**config.mk**
```make
export PLATFORM = sky130hd
export DESIGN_NAME = serial_eeprom_write_ctrl
export DESIGN_NICKNAME = d
export VERILOG_FILES = /design/src/rtl/eeprom_pkg.sv /design/src/rtl/serial_eeprom_write_ctrl.sv /design/src/rtl/pin_sync.sv /design/src/rtl/page_buffer.sv
export SDC_FILE = /design/constraint.sdc
export NUM_CORES = 1
export LEC_CHECK = 0
export ABC_AREA = 1
export BUFFER_PORTS_ARGS = -buffer_cell sky130_fd_sc_hd__buf_2
export CAP_MARGIN = 0
export CORE_UTILIZATION = 50
export CTS_CLUSTER_DIAMETER = 30
export CTS_CLUSTER_SIZE = 30
export DETAILED_ROUTE_END_ITERATION = 8
export MAX_ROUTING_LAYER = met4
export PLACE_DENSITY = 0.66
export REMOVE_ABC_BUFFERS = 1
export SKIP_CTS_REPAIR_TIMING = 1
export SLEW_MARGIN = 10
export SYNTH_ARGS = -nofsm -noshare
export SYNTH_HDL_FRONTEND = slang
export SYNTH_SLANG_ARGS = --single-unit
```
**constraint.sdc**
```tcl
create_clock -name mclk -period 3.9 [get_ports mclk]
set_input_delay 0.39 -clock mclk [delete_from_list [all_inputs] [get_ports mclk]]
set_output_delay 0.39 -clock mclk [all_outputs]
set_load 0.1 [all_outputs]
```
**src/rtl/eeprom_pkg.sv**
```systemverilog
// shared constants and types of the serial eeprom write logic
// assumes: one 100 MHz system clock, bus pins sampled in that domain
package eeprom_pkg;
    // array shape: 128 pages of 16 bytes, 11-bit word address
    localparam int PAGE_COUNT = 128;
    localparam int PAGE_BYTES = 16;
    localparam int ADDR_W = 11;
    localparam int OFS_W = 4;
    localparam int BYTE_W = 8;
    // device address byte fields
    localparam logic [3:0] ID_MAIN = 4'ha;
    localparam logic [3:0] ID_SERIAL = 4'hb;
    localparam logic [2:0] SN_HI_BITS = 3'h0;
    // serial block word address tag in bits 7..6
    localparam logic [1:0] SN_WORD_TAG = 2'h2;
    localparam logic [3:0] BITS_PER_BYTE = 4'h8;
    // self-timed programming time and its cycle count
    localparam int CLK_PERIOD_NS = 10;
    localparam int T_WR_NS = 1000000;
    localparam int PROG_CYCLES_DEF = T_WR_NS / CLK_PERIOD_NS;
    localparam int PROG_CNT_W = 20;
    // link sequencer states
    typedef enum logic [2:0] {
        ST_IDLE, ST_DEV, ST_WORD, ST_DATA, ST_SKIP, ST_PROG
    } link_state_t;
endpackage : eeprom_pkg

```
**src/rtl/serial_eeprom_write_ctrl.sv**
```systemverilog
// two-wire eeprom slave: addressing, page latch and write timing
// assumes: pins are asynchronous to mclk and sampled here; the array
// itself sits outside and takes one byte per mem_we pulse
//
// Operation
// - array is 128 pages of 16 bytes
// - serial block type 1011, bits 3..1 zero
// - device byte bits 3..1 give addr 10..8
// - bit 0 one reads, zero writes
// - ack matching device byte, else nack
// - word address byte gives low eight bits
// - serial word address tag 10, rest ignored
// - byte write acked, stop starts programming
// - bus ignored while programming
// - page write one to 16 bytes, same row
// - up to fifteen more bytes, each acked
// - only low four bits increment, wrap
// - nack while programming, ack right after
// - write-protect high protects whole array
// - write-protect sampled at the stop
// - protected write acked, no programming
// - sample on scl rise, drive on fall
// - standby after plain stop or programming
`timescale 1ns/100ps
`default_nettype none
module serial_eeprom_write_ctrl #(
    parameter int PROG_CYCLES = eeprom_pkg::PROG_CYCLES_DEF
) (
    input wire logic mclk,
    input wire logic reset_n,
    input wire logic scl,
    input wire logic sda_in,
    output logic sda_out,
    output logic sda_oe,
    input wire logic wp,
    output logic mem_we,
    output logic [eeprom_pkg::ADDR_W-1:0] mem_addr,
    output logic [eeprom_pkg::BYTE_W-1:0] mem_wdata,
    output logic prog_busy,
    output logic standby
);
    localparam logic [eeprom_pkg::PROG_CNT_W-1:0] PROG_LAST =
        eeprom_pkg::PROG_CNT_W'(PROG_CYCLES - 1);

    // ------------------------------------------------------------
    // pin sampling and bus events
    // ------------------------------------------------------------
    logic [2:0] pins_s;
    logic scl_q;
    logic sda_q;

    // scl, sda and wp all pass two flops
    pin_sync #(.WIDTH(3)) u_sync (
        .clk(mclk),
        .reset_n(reset_n),
        .d({wp, sda_in, scl}),
        .q(pins_s)
    );

    wire scl_s = pins_s[0];
    wire sda_s = pins_s[1];
    wire wp_s = pins_s[2];

    // previous samples for edge finding
    always_ff @(posedge mclk) begin
        if (!reset_n) begin
            scl_q <= 1'b1;
            sda_q <= 1'b1;
        end else begin
            scl_q <= scl_s;
            sda_q <= sda_s;
        end
    end

    // edges of scl, start and stop with scl held high
    wire scl_rise = scl_s && !scl_q;
    wire scl_fall = !scl_s && scl_q;
    wire start_evt = scl_s && scl_q && sda_q && !sda_s;
    wire stop_evt = scl_s && scl_q && !sda_q && sda_s;

    // ------------------------------------------------------------
    // byte framing
    // ------------------------------------------------------------
    eeprom_pkg::link_state_t state;
    eeprom_pkg::link_state_t next_state;
    logic [3:0] bit_cnt;
    logic ack_phase;
    logic [eeprom_pkg::BYTE_W-1:0] shreg;
    logic [eeprom_pkg::ADDR_W-1:0] addr;
    logic sn_sel;
    logic data_seen;
    logic [eeprom_pkg::PROG_CNT_W-1:0] prog_cnt;

    // bits are taken only in the receiving states
    wire rx_state = (state == eeprom_pkg::ST_DEV) ||
                    (state == eeprom_pkg::ST_WORD) ||
                    (state == eeprom_pkg::ST_DATA);
    wire in_prog = (state == eeprom_pkg::ST_PROG);
    wire bit_rx = rx_state && scl_rise &&
                  (bit_cnt < eeprom_pkg::BITS_PER_BYTE);
    // fall after the eighth bit opens the ack slot
    wire byte_done = rx_state && scl_fall && !ack_phase &&
                     (bit_cnt == eeprom_pkg::BITS_PER_BYTE);
    // fall after the ninth clock closes it
    wire ack_end = scl_fall && ack_phase;

    // ------------------------------------------------------------
    // address decode
    // ------------------------------------------------------------
    wire dev_main = (shreg[7:4] == eeprom_pkg::ID_MAIN);
    wire dev_sn = (shreg[7:4] == eeprom_pkg::ID_SERIAL) &&
                  (shreg[3:1] == eeprom_pkg::SN_HI_BITS);
    wire dev_hit = dev_main || dev_sn;
    wire rd_req = shreg[0];
    wire sn_tag_ok = (shreg[7:6] == eeprom_pkg::SN_WORD_TAG);
    // device byte acked on match, address and data always
    wire give_ack = (state == eeprom_pkg::ST_DEV) ? dev_hit :
                    ((state == eeprom_pkg::ST_WORD) ||
                     (state == eeprom_pkg::ST_DATA));
    // stop after data, unprotected, main array only
    wire prog_go = (state == eeprom_pkg::ST_DATA) && data_seen &&
                   !sn_sel && !wp_s;
    wire prog_last = in_prog && (prog_cnt == PROG_LAST);
    // the first page-size cycles of programming walk the latch
    wire walk = in_prog && (prog_cnt[eeprom_pkg::PROG_CNT_W-1:
                                     eeprom_pkg::OFS_W] == '0);

    // ------------------------------------------------------------
    // sequencer
    // ------------------------------------------------------------
    // programming shuts out start and stop entirely
    always_comb begin
        next_state = state;
        if (in_prog) begin
            if (prog_last) begin
                next_state = eeprom_pkg::ST_IDLE;
            end
        end else if (start_evt) begin
            next_state = eeprom_pkg::ST_DEV;
        end else if (stop_evt) begin
            next_state = prog_go ? eeprom_pkg::ST_PROG :
                                   eeprom_pkg::ST_IDLE;
        end else if (ack_end) begin
            unique case (state)
                eeprom_pkg::ST_DEV: begin
                    next_state = (dev_hit && !rd_req) ?
                        eeprom_pkg::ST_WORD : eeprom_pkg::ST_SKIP;
                end
                eeprom_pkg::ST_WORD: begin
                    next_state = eeprom_pkg::ST_DATA;
                end
                eeprom_pkg::ST_IDLE, eeprom_pkg::ST_DATA,
                eeprom_pkg::ST_SKIP, eeprom_pkg::ST_PROG: begin
                    next_state = state;
                end
            endcase
        end
    end

    // state register
    always_ff @(posedge mclk) begin
        if (!reset_n) begin
            state <= eeprom_pkg::ST_IDLE;
        end else begin
            state <= next_state;
        end
    end

    // bit count on scl rises; ack slot and sda drive on scl falls
    always_ff @(posedge mclk) begin
        if (!reset_n || start_evt || stop_evt || in_prog) begin
            bit_cnt <= '0;
            ack_phase <= 1'b0;
            sda_oe <= 1'b0;
        end else begin
            if (bit_rx) begin
                bit_cnt <= bit_cnt + 4'h1;
            end
            if (byte_done) begin
                ack_phase <= 1'b1;
                sda_oe <= give_ack;
            end
            if (ack_end) begin
                ack_phase <= 1'b0;
                sda_oe <= 1'b0;
                bit_cnt <= '0;
            end
        end
    end

    // shift in msb first on scl rises
    always_ff @(posedge mclk) begin
        if (!reset_n) begin
            shreg <= '0;
        end else if (bit_rx) begin
            shreg <= {shreg[6:0], sda_s};
        end
    end

    // open-drain data only ever pulls low
    always_ff @(posedge mclk) begin
        sda_out <= 1'b0;
    end

    // ------------------------------------------------------------
    // word address and page latch
    // ------------------------------------------------------------
    wire take_dev = byte_done && (state == eeprom_pkg::ST_DEV) &&
                    dev_hit && !rd_req;
    wire take_word = byte_done && (state == eeprom_pkg::ST_WORD);
    wire take_data = byte_done && (state == eeprom_pkg::ST_DATA);

    // pointer update; only the in-page offset counts
    always_ff @(posedge mclk) begin
        if (!reset_n) begin
            addr <= '0;
            sn_sel <= 1'b0;
            data_seen <= 1'b0;
        end else if (take_dev) begin
            sn_sel <= dev_sn;
            data_seen <= 1'b0;
            if (dev_main) begin
                addr[10:8] <= shreg[3:1];
            end
        end else if (take_word) begin
            // serial block: low six bits are don't care
            addr[7:0] <= (sn_sel && sn_tag_ok) ? '0 : shreg;
        end else if (take_data) begin
            addr[3:0] <= addr[3:0] + 4'h1;
            data_seen <= 1'b1;
        end
    end

    logic [eeprom_pkg::BYTE_W-1:0] buf_data;
    logic buf_loaded;

    // bytes wait here until stop, then the walk reads them
    page_buffer u_page (
        .clk(mclk),
        .reset_n(reset_n),
        .clear(take_word),
        .wr_en(take_data),
        .wr_idx(addr[3:0]),
        .wr_data(shreg),
        .rd_idx(prog_cnt[eeprom_pkg::OFS_W-1:0]),
        .rd_data(buf_data),
        .rd_loaded(buf_loaded)
    );

    // ------------------------------------------------------------
    // self-timed programming
    // ------------------------------------------------------------
    // runs from the stop until the configured length
    always_ff @(posedge mclk) begin
        if (!reset_n || !in_prog) begin
            prog_cnt <= '0;
        end else begin
            prog_cnt <= prog_cnt + 1'b1;
        end
    end

    // array write port: one pulse per loaded byte of the row
    always_ff @(posedge mclk) begin
        if (!reset_n) begin
            mem_we <= 1'b0;
            mem_addr <= '0;
            mem_wdata <= '0;
        end else begin
            mem_we <= walk && buf_loaded;
            mem_addr <= {addr[10:4], prog_cnt[3:0]};
            mem_wdata <= buf_data;
        end
    end

    // status outputs follow the next state
    always_ff @(posedge mclk) begin
        if (!reset_n) begin
            prog_busy <= 1'b0;
            standby <= 1'b1;
        end else begin
            prog_busy <= (next_state == eeprom_pkg::ST_PROG);
            standby <= (next_state == eeprom_pkg::ST_IDLE);
        end
    end
endmodule : serial_eeprom_write_ctrl
`default_nettype wire

```
**src/rtl/pin_sync.sv**
```systemverilog
// two-flop synchroniser for a group of asynchronous pins
// assumes: inputs are unrelated to clk; only q is read downstream
`timescale 1ns/100ps
`default_nettype none
module pin_sync #(
    parameter int WIDTH = 3
) (
    input wire logic clk,
    input wire logic reset_n,
    input wire logic [WIDTH-1:0] d,
    output logic [WIDTH-1:0] q
);
    logic [WIDTH-1:0] meta;

    // first stage feeds only the second stage
    always_ff @(posedge clk) begin
        if (!reset_n) begin
            meta <= '1;
            q <= '1;
        end else begin
            meta <= d;
            q <= meta;
        end
    end
endmodule : pin_sync
`default_nettype wire

```
**src/rtl/page_buffer.sv**
```systemverilog
// page latch: one byte and one loaded flag per page entry
// assumes: writer and reader on the same clock, clear wins over write
`timescale 1ns/100ps
`default_nettype none
module page_buffer (
    input wire logic clk,
    input wire logic reset_n,
    input wire logic clear,
    input wire logic wr_en,
    input wire logic [eeprom_pkg::OFS_W-1:0] wr_idx,
    input wire logic [eeprom_pkg::BYTE_W-1:0] wr_data,
    input wire logic [eeprom_pkg::OFS_W-1:0] rd_idx,
    output logic [eeprom_pkg::BYTE_W-1:0] rd_data,
    output logic rd_loaded
);
    logic [eeprom_pkg::BYTE_W-1:0] mem [eeprom_pkg::PAGE_BYTES];
    logic [eeprom_pkg::PAGE_BYTES-1:0] loaded;

    // one entry per page byte
    for (genvar i = 0; i < eeprom_pkg::PAGE_BYTES; i++) begin : g_ent
        wire hit = wr_en && (wr_idx == eeprom_pkg::OFS_W'(i));
        always_ff @(posedge clk) begin
            if (!reset_n || clear) begin
                loaded[i] <= 1'b0;
                mem[i] <= '0;
            end else if (hit) begin
                loaded[i] <= 1'b1;
                mem[i] <= wr_data;
            end
        end
    end

    // read side for the programming walk
    assign rd_data = mem[rd_idx];
    assign rd_loaded = loaded[rd_idx];
endmodule : page_buffer
`default_nettype wire

```
==> run summary <==
dpl cells = 1,330
ys async rst share = 0
Power Density = 565 nW/µm²
antenna viol nets, final = 0
Seq/Total Area, Yosys = 0.571
fin crit share = 0.643
run status = finished, final reports clean
crit end category = register
vias in the first global route = 7,168
Synth area leaders = edfxtp_1 (38%), dfxtp_1 (19%), nor2_1 (7.7%), o21ai_0 (5.2%), nand2_1 (5.1%)
total power = 6.80 mW
FF-to-FF path depth = 8
drt total wl = 25,000 µm
cts bufs inserted = 42
Multi-input gate area = 3720 µm²
layout cells sized above 1 = 0.172
All-Layer GR Usage = 0.260
fmax = 399 MHz
count of final setup violators = 0
CP Data Required Time = 4090 ps
drt first pass iters = 6
Leak Pwr = 4.43 nW
core area = 19,700 µm²
Ports = 29
CP Launch Type = register
Worst R2R Start = state[2]
initial DRC count = 775
Mapped Cells = 1,078
H-tree depth = 2
ANT cells = 0
share of the core filled with cells = 0.613
WHS Endpoint = u_sync.meta[0]
Vias = 7,783
r2r setup slk = 1390 ps
CP Data Arrival Time = 2690 ps
DRC Markers = 0
Nets = 1,121
GPL Wtd Cong = 0.948
number of synthesized flops with an enable pin = 128
global route total overflow = 0
Worst-Margin Slew = 1110 ps
Setup Skew = 12.0 ps
FF/Latch Area = 5770 µm²
Tightest Hold Check Type = in2reg
first-pass GRT wire length = 39,200 µm
RSZ-0062 raised after global routing = false
initial antenna violation count = 0
Crit Reg-Reg Endpoint = u_page.mem[4][0]
hold path depth = 2
Max Buffers Root-to-Sink = 3
relative slew slack = 0.259
worst hold slack = 62.1 ps
Clk pin slew, worst setup/hold paths = 50 ps
fin crit period = 2510 ps
Pins Over Slew Limit = 0
# Max-Cap Violations = 0
Mapped Avg Cell Area = 9.37 µm²
clk root buf = clkbuf_16
worst skew pair latency = 520 ps
Fin Setup TNS = 0 ps
maximum fanout along the worst path = 17
Rows = 51
I/O Buffers = 27
CTS sink count = 224
hpwl dp = 15,900 µm
Die X = 144 µm
Seq cells post-synth = 224
Worst Setup Path Type = reg2reg
fillcell total = 1,662
die extent in y = 144 µm
cell with the most instances after synthesis = nor2_1
Max rail drop VDD = 0.367 mV
main flop type after synthesis = edfxtp_1
largest net degree at the start of global routing = 78
Synth area leader = edfxtp_1
CTS tree = yes
die area = 20,800 µm²
Synth top area share = 0.381
wire length per cell = 17.7 µm
mapped cell area = 10,100 µm²
Layout area overhead = 19.3%
HP Start = scl
Netlist cell types = 42
top post-synthesis cells by count = nor2_1 (207), nand2_1 (136), edfxtp_1 (128)
Final Instance Count excl. Fillers = 1,408
DR vias/cell = 5.53
count of final hold-check violations = 0
Ys Warns = 0
initial core utilization = 0.514
[cells by family (layout without fill, tap and decap cells)]
logic type | count (synthesis) | after routing | synth area share
AOI/OAI and AO/OA | 202 | 202 | 0.113
DFF | 224 | 224 | 0.571
and+or+nand+nor | 487 | 487 | 0.243
xor gates and xnor gates | 4 | 4 | 0.00347
other | 1 | 1 | 0.000371
buffers and inverters | 153 | 218 | 0.0600
adders and majority gates | 7 | 7 | 0.00867
[power breakdown]
| group | leakage, nW | total [mW] | switching (mW) | internal [mW] |
|---|---|---|---|---|
| Combinational | 1.65 | 0.149 | 0.122 | 0.0277 |
| Sequential | 1.99 | 2.60 | 0.0289 | 2.57 |
| Clock | 0.784 | 4.05 | 1.21 | 2.84 |
| Total | 4.43 | 6.80 | 1.36 | 5.44 |
[layout make-up]
| type | instances | share of cell area |
|---|---|---|
| clock buffers | 51 | 0.0987 |
| flip-flops and latches | 224 | 0.479 |
| repair buffers | 41 | 0.0199 |
| inverters | 99 | 0.0308 |
| clock inverters | 27 | 0.0352 |
| well taps | 265 | 0.0275 |
| multi-input cells | 701 | 0.309 |
[flip-flops by register name (all words and copies together) (netlist names), 3 cells and up]
signal / cells
u_page.mem: 128
prog_cnt: 20
u_page.loaded: 16
addr: 11
mem_addr: 11
mem_wdata: 8
shreg: 8
bit_cnt: 4
state: 3
u_sync.meta: 3
u_sync.q: 3
[layer usage]
metal,GRT usage,part of all wire,vias up
met5,-,0,-
met1,0.363,0.45,3641
met3,0.0454,0.077,60
li1,-,-,3722
met2,0.385,0.45,360
met4,0.0834,0.025,0
[worst max-delay path: stages (launching register included)]
cell and delay, ps:
dfxtp_1 480, nor2_4 80, inv_2 100, nand2_4 80, nand4_4 130, nor2_4 90, nor2_4 510, buf_4 400
nand2_1 290
[through the flow]
| step | worst slack (ps) | cell area [µm²] |
|---|---|---|
| after floorplan | 693 | 9860 |
| after global placement | 1460 | 10400 |
| after detailed placement | 1420 | 10400 |
| after CTS | 1410 | 12000 |
| after global routing | 1230 | 12000 |
| final | 1390 | 12000 |
[cell usage in the layout (no fill, tap or decap), types with 5 or more instances in the layout]
cell type	n
a21oi_1	43
buf_2	27
buf_4	14
bufinv_16	10
clkbuf_16	45
clkinv_1	8
clkinv_2	5
clkinv_4	5
dfxtp_1	95
edfxtp_1	128
ha_1	7
inv_1	85
inv_2	7
nand2_1	136
nand3_1	35
nand3_4	17
nand4_1	13
nor2_1	207
nor2_2	34
nor2_8	5
nor3_1	14
nor4_1	5
o211ai_1	9
o21ai_0	105
o21ai_1	8
o221ai_1	23
o22ai_1	9
or2_2	8
[how the worst max path moves through the flow]
stage	start	end	slack, ps	cells after the start
after floorplan	prog_cnt[0]	prog_cnt[15]	690	9
after global placement	reset_n	u_page.mem[6][4]	1460	6
after detailed placement	state[2]	u_page.mem[4][1]	1420	8
after CTS	state[2]	u_page.mem[4][0]	1410	8
after global routing	state[2]	u_page.mem[7][1]	1230	8
final	state[2]	u_page.mem[4][0]	1390	8
No activity file was read; power rests on OpenSTA's default activity.
